File: src/verilog/highres_status_defines.svh
// Register offsets, field positions, reset values and fixed codes for the
// high-resolution status and identity bank. Assumes a plain byte-wide register port.
`ifndef HIGHRES_STATUS_DEFINES_SVH
`define HIGHRES_STATUS_DEFINES_SVH

// Register offsets (byte addresses)
`define RESULT_LOW_ADDR     8'h38
`define RESULT_MID_ADDR     8'h39
`define RESULT_HIGH_ADDR    8'h3A
`define STATUS_ADDR         8'h3B
`define REVISION_ID_ADDR    8'h3E
`define FAMILY_ID_ADDR      8'h3F
`define IRQ_STATUS_ADDR     8'h40
`define IRQ_MASK_ADDR       8'h41

// Status field positions
`define PENDING_BIT         0
`define OVERFLOW_BIT        1
`define UNDERRANGE_BIT      2
`define OVERRANGE_BIT       3
`define ZERO_COUNT_BIT      4

// Reset values
`define STATUS_RESET        8'h01
`define RESULT_RESET        24'h00_0000

// Identity codes, values arbitrary
`define PART_IDENTITY_VAL   5'h15
`define REVISION_VAL        3'h5
`define FAMILY_CODE_VAL     8'h5A

// Interrupt status bit positions
`define IRQ_CONV_BIT        0
`define IRQ_ERROR_BIT       1
`define IRQ_LOST_BIT        2

`endif

File: src/verilog/highres_status_pkg.sv
// Types shared by the high-resolution status bank and its helpers.
// Assumes the constants header supplies offsets and codes.
package highres_status_pkg;

    // One finished conversion from the core
    typedef struct packed {
        logic        valid;       // One-cycle strobe
        logic [23:0] code;        // Result code
        logic        zero_count;  // No sensor cycles seen
        logic        over_range;  // Sensor above reference
        logic        under_range; // Negative output code
        logic        overflow;    // Sensor too close to reference
    } conversion_t;

    // Error flag group
    typedef struct packed {
        logic zero_count;
        logic over_range;
        logic under_range;
        logic overflow;
    } err_flags_t;

    // Register port request
    typedef struct packed {
        logic [7:0] addr;
        logic [7:0] wdata;
        logic       wr;
        logic       rd;
    } reg_req_t;

endpackage

File: src/verilog/highres_status_regs.sv
// Status, result and identity register bank of the high-resolution path.
// Assumes the converter core on the same clock supplies one-cycle conversion strobes.
`include "highres_status_defines.svh"

module highres_status_regs
(
    input  wire logic                               clk_i,    // System clock, 25 MHz
    input  wire logic                               rst_i,    // Synchronous reset, high
    input  wire highres_status_pkg::conversion_t    conv_i,   // Finished conversion from core
    input  wire logic [7:0]                         addr_i,   // Register address
    input  wire logic [7:0]                         wdata_i,  // Write data
    input  wire logic                               wr_i,     // Write strobe
    input  wire logic                               rd_i,     // Read strobe
    output logic [7:0]                              rdata_o,  // Read data, cycle after strobe
    output logic                                    irq_o     // Level interrupt
);

    localparam int NUM_IRQ = 3; // Conversion, error, lost result

    // Module state apart from the sticky interrupt bits
    typedef struct packed {
        logic [23:0]                     pending_code;  // Latest unread conversion
        highres_status_pkg::err_flags_t  pending_err;   // Its error flags
        logic [23:0]                     shown_code;    // Result snapshot seen by host
        highres_status_pkg::err_flags_t  shown_err;     // Flags of last result read
        logic                            pending_n;     // Low while unread result waits
        logic [NUM_IRQ-1:0]              irq_mask;      // Interrupt enables
        logic [7:0]                      rdata;         // Read data register
        logic                            irq;           // Registered interrupt
    } state_t;

    state_t cur;
    state_t next_cur;

    highres_status_pkg::reg_req_t req;  // Bundled bus request
    logic [NUM_IRQ-1:0]           irq_set;   // Event pulses
    logic [NUM_IRQ-1:0]           irq_clr;   // Write-one-to-clear pulses
    logic [NUM_IRQ-1:0]           irq_flags; // Sticky status
    logic                         low_read;  // Read of the low result byte
    logic                         any_err;   // New conversion carries an error

    assign req.addr  = addr_i;
    assign req.wdata = wdata_i;
    assign req.wr    = wr_i;
    assign req.rd    = rd_i;

    // Reading the low byte hands the pending result to the host
    assign low_read = req.rd && (req.addr == `RESULT_LOW_ADDR);

    assign any_err = conv_i.zero_count | conv_i.over_range | conv_i.under_range | conv_i.overflow;

    // Interrupt events
    always_comb
    begin
        irq_set = '0;
        irq_set[`IRQ_CONV_BIT]  = conv_i.valid;
        irq_set[`IRQ_ERROR_BIT] = conv_i.valid & any_err;
        // A new result over an unread one loses the older one
        irq_set[`IRQ_LOST_BIT]  = conv_i.valid & ~cur.pending_n & ~low_read;
    end

    // Write-one-to-clear decode
    always_comb
    begin
        irq_clr = '0;
        if (req.wr && (req.addr == `IRQ_STATUS_ADDR))
            irq_clr = req.wdata[NUM_IRQ-1:0];
    end

    // One sticky bit per event
    genvar gi;
    generate
        for (gi = 0; gi < NUM_IRQ; gi++)
        begin : g_irq
            sticky_flag u_flag
            (
                .clk_i   (clk_i),
                .rst_i   (rst_i),
                .set_i   (irq_set[gi]),
                .clear_i (irq_clr[gi]),
                .flag_o  (irq_flags[gi])
            );
        end
    endgenerate

    // Next-state logic
    always_comb
    begin
        next_cur = cur;

        // Capture each finished conversion with its own error flags
        if (conv_i.valid)
        begin
            next_cur.pending_code            = conv_i.code;
            next_cur.pending_err.zero_count  = conv_i.zero_count;
            next_cur.pending_err.over_range  = conv_i.over_range;
            next_cur.pending_err.under_range = conv_i.under_range;
            next_cur.pending_err.overflow    = conv_i.overflow;
        end

        // Low byte read: snapshot result and flags together so the mid and
        // high bytes stay coherent with it; the host must read low first
        if (low_read)
        begin
            next_cur.shown_code = cur.pending_code;
            next_cur.shown_err  = cur.pending_err;
        end

        // Pending flag: conversion end wins over a read in the same cycle
        if (conv_i.valid)
            next_cur.pending_n = 1'b0;
        else if (low_read)
            next_cur.pending_n = 1'b1;

        // Only the mask stores written data; interrupt status is write-one-to-clear; status and identity ignore writes
        if (req.wr && (req.addr == `IRQ_MASK_ADDR))
            next_cur.irq_mask = req.wdata[NUM_IRQ-1:0];

        // Read mux; the low byte returns the value it is snapshotting
        next_cur.rdata = 8'h00;
        if (req.rd)
        begin
            unique case (req.addr)
                `RESULT_LOW_ADDR:
                    next_cur.rdata = cur.pending_code[7:0];
                `RESULT_MID_ADDR:
                    next_cur.rdata = cur.shown_code[15:8];
                `RESULT_HIGH_ADDR:
                    next_cur.rdata = cur.shown_code[23:16];
                `STATUS_ADDR:
                begin
                    // Upper three bits read zero
                    next_cur.rdata = 8'h00;
                    next_cur.rdata[`ZERO_COUNT_BIT] = cur.shown_err.zero_count;
                    next_cur.rdata[`OVERRANGE_BIT]  = cur.shown_err.over_range;
                    next_cur.rdata[`UNDERRANGE_BIT] = cur.shown_err.under_range;
                    next_cur.rdata[`OVERFLOW_BIT]   = cur.shown_err.overflow;
                    next_cur.rdata[`PENDING_BIT]    = cur.pending_n;
                end
                `REVISION_ID_ADDR:
                    next_cur.rdata = {`PART_IDENTITY_VAL, `REVISION_VAL};
                `FAMILY_ID_ADDR:
                    next_cur.rdata = `FAMILY_CODE_VAL;
                `IRQ_STATUS_ADDR:
                    next_cur.rdata = {5'h00, irq_flags};
                `IRQ_MASK_ADDR:
                    next_cur.rdata = {5'h00, cur.irq_mask};
                default:
                    // Unmapped addresses read zero
                    next_cur.rdata = 8'h00;
            endcase
        end

        // Interrupt high while any unmasked sticky bit is set
        next_cur.irq = |(irq_flags & cur.irq_mask);
    end

    // State register
    always_ff @(posedge clk_i)
    begin
        if (rst_i)
        begin
            cur              <= '0;
            cur.pending_n    <= 1'b1;  // No unread result after reset
            cur.pending_code <= `RESULT_RESET;
            cur.shown_code   <= `RESULT_RESET;
        end
        else
            cur <= next_cur;
    end

    // Outputs straight from flip-flops
    assign rdata_o = cur.rdata;
    assign irq_o   = cur.irq;

endmodule

File: src/verilog/sticky_flag.sv
// One sticky event bit: set by hardware, cleared by a one written by software.
// Assumes event and clear arrive on clk_i; set wins over clear.
module sticky_flag
(
    input  wire logic clk_i,    // System clock
    input  wire logic rst_i,    // Synchronous reset, high
    input  wire logic set_i,    // Event pulse
    input  wire logic clear_i,  // Write-one-to-clear
    output logic      flag_o    // Sticky state
);

    typedef struct packed {
        logic flag;
    } state_t;

    state_t cur;
    state_t next_cur;

    // Set beats a clear in the same cycle so no event is lost
    always_comb
    begin
        next_cur = cur;
        if (set_i)
            next_cur.flag = 1'b1;
        else if (clear_i)
            next_cur.flag = 1'b0;
    end

    // State register
    always_ff @(posedge clk_i)
    begin
        if (rst_i)
            cur <= '0;
        else
            cur <= next_cur;
    end

    assign flag_o = cur.flag;

endmodule
File: config.mk
export PLATFORM = sky130hd
export DESIGN_NAME = highres_status_regs
export DESIGN_NICKNAME = d
export VERILOG_FILES = /design/src/verilog/highres_status_pkg.sv /design/src/verilog/highres_status_regs.sv /design/src/verilog/sticky_flag.sv
export VERILOG_INCLUDE_DIRS = /design/src /design/src/verilog
export SDC_FILE = /design/constraint.sdc
export NUM_CORES = 1
export LEC_CHECK = 0
export ABC_CLOCK_PERIOD_IN_PS = 1700
export BUFFER_PORTS_ARGS = -buffer_cell sky130_fd_sc_hd__clkbuf_2
export CAP_MARGIN = 20
export CORE_MARGIN = 3
export CORE_UTILIZATION = 50
export CTS_CLUSTER_DIAMETER = 50
export DETAILED_ROUTE_END_ITERATION = 8
export PLACE_DENSITY = 0.71
export SLEW_MARGIN = 30
export SYNTH_ARGS = -nofsm -noshare
export SYNTH_HDL_FRONTEND = slang
export SYNTH_SLANG_ARGS = --single-unit
File: constraint.sdc
create_clock -name clk_i -period 1.7 [get_ports clk_i]
set_input_delay 0.34 -clock clk_i [delete_from_list [all_inputs] [get_ports clk_i]]
set_output_delay 0.34 -clock clk_i [all_outputs]
set_load 0.01 [all_outputs]
==> Yosys cells after proc, flatten, opt, wreduce, memory -nomap -nowiden <==
Cells that the tools add are included.
{ "word_totals": {"regBits": 72, "input_bits": 49, "output_inout_bits": 9, "word_cells": 54} }
{ "op_classes": {"n_eq_ne": 8, "n_mux": 10, "n_bitwise": 10, "reduce_logical": 9} }
{ "op_table": {"columns": ["cell", "count"], "rows": [
  ["8-bit one-hot mux with 8 select lines", 1],
  ["8-bit by 6-bit == test with 1-bit output, second input constant", 6],
  ["8-bit by 7-bit == test with 1-bit output, second input constant", 2],
  ["1-bit 2-to-1 mux", 8],
  ["2-bit nonzero test", 4],
  ["1-bit bitwise AND", 3],
  ["3-bit bitwise AND", 1],
  ["1-bit logical AND", 3],
  ["3-bit 2-to-1 mux", 1],
  ["1-bit NOT", 3],
  ["1-bit bitwise OR", 3],
  ["3-bit OR reduction", 1],
  ["2-bit OR reduction", 1]
]} }

==> Depth between registers and ports, before layout <==
{ "depth": {"word_depth": 5, "depth_mapped": 5, "depth_no_buf": 4} }

==> Hierarchy <==
From an unflattened synthesis, not the netlist that was laid out.
{ "unflattened": {"cells_unflattened": 279, "hier_area_um2": 2738.9} }
{ "modules_own_cells": {"columns": ["mod", "instances", "cells_each", "area_per_inst_um2", "seq_area_each_um2"], "rows": [
  ["highres_status_regs", 1, 267, 2622.5, 1221.2],
  ["sticky_flag", 3, 4, 38.8, 20.0]
]} }

==> Worst setup path before layout <==
No wires, ideal clock.
{ "synth_timing": {"path_type": "input to register", "start": "input addr_i[1]", "end": "register cur[13] (netlist name)", "setup_ns": 0.128, "t_arrival_ns": 1.382, "required_time_ns": 1.572, "path_slack_ns": 0.190, "path_stages": 5, "cell_sequence": "or3b_1 -> nor4_4 -> buf_6 -> mux2i_1 -> nor2_1"} }
{ "synth_via": {"elab_chain_len": 2} }
{ "synth_lines": {"columns": ["item", "line", "text"], "rows": [
  ["from (decl)", "highres_status_regs.sv:10", "input wire logic [7:0] addr_i,"],
  ["8-bit by 6-bit == test with 1-bit output", null, null],
  ["1-bit logical AND", "highres_status_regs.sv:48", "assign low_read = req.rd && (req.addr == `RESULT_LOW_ADDR);"],
  ["to (signal assigned)", "highres_status_regs.sv:169", "cur <= next_cur;"],
  ["to (decl)", "highres_status_regs.sv:32", "state_t cur;"]
]} }
No other way between the ends.
A chain may end at the register's enable or synchronous reset.

==> Final worst setup path <==
{ "layout_timing": {"start": "input addr_i[1]", "end": "register cur[29] (netlist name)"} }
Same word-level chain as after synthesis.

==> impl_metrics.py <==
metrics = {
    "synth": {
        "synth_top_family_by_area": "multiplexers",
        "synth_area_leaders": "dfxtp_1 (47%), mux2i_1 (20%), nor2_1 (8.0%)",
        "yosys.area.top_type_share_pct": 47.3,
        "ys_seq_area_share_pct": 47.3,
        "ys_types": 36,
        "synthSimpleGateAreaFrac_pct": 16.3,
        "synth_compound_area_share_pct": 6.41,
        "syn_area_per_cell_um2": 10.3,
        "synth-xor-area-share_pct": 0,
        "synthCells": 263,
        "synthAdderAreaFrac_pct": 0,
        "async_flop_share_pct": 0,
        "yosys_warnings": 0,
        "syn-cell-area_mm2": 0.00271,
        "yosys.area.top_type": "dfxtp_1",
        "ys.flop_type": "dfxtp_1",
        "ys_ff_latch": 64,
        "synthMuxAreaShare_pct": 24.1,
        "synth_edf_count": 0,
        "synth_nets": 312,
    },
    "power_and_ir_drop": {
        "comb_power_share_pct": 8.6,
        "swShare_pct": 22.9,
        "p_sw_uw": 677,
        "cellPowerDensity_mw_per_mm2": 921,
        "p_int_uw": 2280,
        "ir_drop_mv": 0.464,
        "p_seq_share_pct": 53.3,
        "p_clk_share_pct": 38.0,
        "p_leak_uw": 0.00137,
    },
    "die": {
        "fp.dieW_um": 79.6,
        "coreArea_mm2": 0.00517,
        "boundaryPins": 58,
        "num_rows": 26,
        "die_area_mm2": 0.00634,
        "start_util_pct": 52.4,
        "dieHeight_um": 79.6,
    },
    "timing": {
        "skew_ns": 0.00665,
        "period_minus_slack_ns": 1.33,
        "rsz0062_at_grt": "false",
        "tightest_slew_ns": 0.356,
        "hold_viol": 0,
        "min_period_over_period_pct": 78.2,
        "fin_ws_ns": 0.371,
        "slew_headroom_pct": 76.0,
        "tns_ns": 0,
        "setup_viol": 0,
        "max_freq_mhz": 753,
        "maxSlewViolCount": 0,
    },
    "layout": {
        "syn2layout_area_growth_pct": 18.4,
        "regArea_mm2": 0.00128,
        "multi_input_comb_area_mm2": 0.00127,
        "utilization_pct": 62.0,
        "fin_nets": 365,
        "drive_gt1_share_pct": 28.4,
        "fin_area_mm2": 0.00321,
        "fillCellCount": 447,
        "insertedDiodeCount": 0,
    },
    "routing": {
        "dr_total_vias": 2046,
        "top_layer": "met4",
        "wl_met3_um": 318,
        "drtIter0Drc": 152,
        "wl_met2_um": 2530,
        "wire_per_inst_um": 14.1,
        "vias_per_cell": 5.25,
        "wirelength_um": 5520,
        "final_antenna_net_count": 0,
        "first_pass_iters": 4,
        "drc_errors": 0,
        "met1_length_um": 2580,
    },
    "clock_tree": {
        "clk_pin_slew_ns": 0.07,
        "tritoncts": "yes",
        "cts_max_path_buffers": 2,
        "htreeDepth": 3,
        "cts-hold-fix-buffers": 0,
        "clockRootBuffer": "clkbuf_8",
        "cts_made_buffers": 9,
        "cts.repair.resized": 0,
        "clock_latency_ns": 0.33,
        "cts_sinks": 64,
        "cts_setup_buffers": 0,
    },
    "grt": {
        "grt_overflow_total": 0,
        "grt_max_degree": 33,
        "grt_usage_pct": 18.8,
        "grt_pass1_vias": 1913,
        "grt_pass1_wl_um": 9170,
        "antenna_found_initial": 0,
    },
    "placement": {
        "gp_routability_congestion": 0.857,
        "place_hpwl_um": 3870,
        "placedInstanceArea_mm2": 0.00304,
        "io_buffers": 52,
        "preCtsSetupSlack_ns": 0.0197,
    },
    "worst_setup_path": {
        "crit_required_ns": 1.90,
        "arrival_ns": 1.53,
        "reg2reg_depth": 3,
        "startpoint_type": "primary input",
        "critPathMaxFanout": 21,
        "end_kind": "flop",
        "criticalPathCategory": "primary input to flop",
    },
    "min_path": {
        "hold_path.class": "primary input to flop",
        "hold_depth": 3,
    },
    "status": {
        "status": "completed",
    },
    "job": {
        "drv_cap": 0,
    },
}
-- placed cells by master, fill, tap and decap left out, types with 4 or more instances in the layout --
cell and n:
dfxtp_1 64, nor2_1 58, mux2i_1 54, clkbuf_2 52
buf_4 13, clkbuf_8 11, nand2_1 7, a21oi_1 6
nand4_1 4, nor3_1 4, mux4_2 4, nand3_1 4
clkbuf_1 4
-- Yosys cell counts, types with 2 or more instances --
cell	number
dfxtp_1	64
nor2_1	58
mux2i_1	54
clkbuf_1	10
buf_4	9
nand2_1	7
a21oi_1	6
mux4_2	4
nand3_1	4
nand4_1	4
nor3_1	4
buf_2	3
buf_6	3
nor2b_1	3
o2bb2ai_1	3
a21o_1	2
a2bb2oi_1	2
a31oi_1	2
inv_1	2
mux2_2	2
nor4_1	2
-- flip-flops by register name (all words and copies together) (netlist names) --
signal,flops
cur,52
irq_o,1
g_irq.u_flag.flag_o,3
rdata_o,8
-- critical path, cell delays in order --
cell      delay [ns]
clkbuf_2        0.09
or3b_1          0.41
nor4_4          0.20
buf_12          0.23
mux2i_1         0.20
nor2_1          0.05
-- worst paths after layout --
path / start / end / slack (ns)
worst max register to register: cur[45] / rdata_o[0] / 0.53
worst min register to register: g_irq[2].u_flag.flag_o / g_irq[2].u_flag.flag_o / 0.48
worst max-delay path: addr_i[1] / cur[29] / 0.37
worst min-delay path: conv_i[13] / cur[54] / 0.24
-- power groups by stage --
stage | Sequential, uW | Clock (uW) | Combinational (uW)
6_report | 1580 | 1120 | 255
5_1_grt | 1580 | 1220 | 283
4_1_cts | 1580 | 1140 | 257
3_5_place_dp | 1610 | 0 | 256
3_3_place_gp | 1610 | 0 | 250
2_1_floorplan | 1600 | 0 | 157
-- final cells by class --
type                    instances  share of cell area, %
flip-flops and latches         64                   39.9
multi-input cells             172                   39.5
repair buffers                 67                   12.4
clock buffers                  15                   5.19
well taps                      70                   2.73
inverters                       2                  0.234
-- logic make-up after synthesis --
kind of cell    after synthesis
simple gates                 90
flops                        64
compound gates               22
mux                          60
buf+inv                      27
-- routing by layer --
metal,GRT usage (%),vias to the layer above
met2,29.2,56
li1,-,1022
met1,24.4,959
met4,8.25,0
met5,0,-
met3,5.30,9
-- metrics by stage --
stage	instances	hold WS (ns)	power [uW]
floorplan	263	0.446	1760
global placement	375	0.463	1860
detailed placement	375	0.472	1870
CTS	390	0.238	2980
global route	390	0.251	3080
finish	390	0.240	2950
Power figures use the tool's default switching activity.
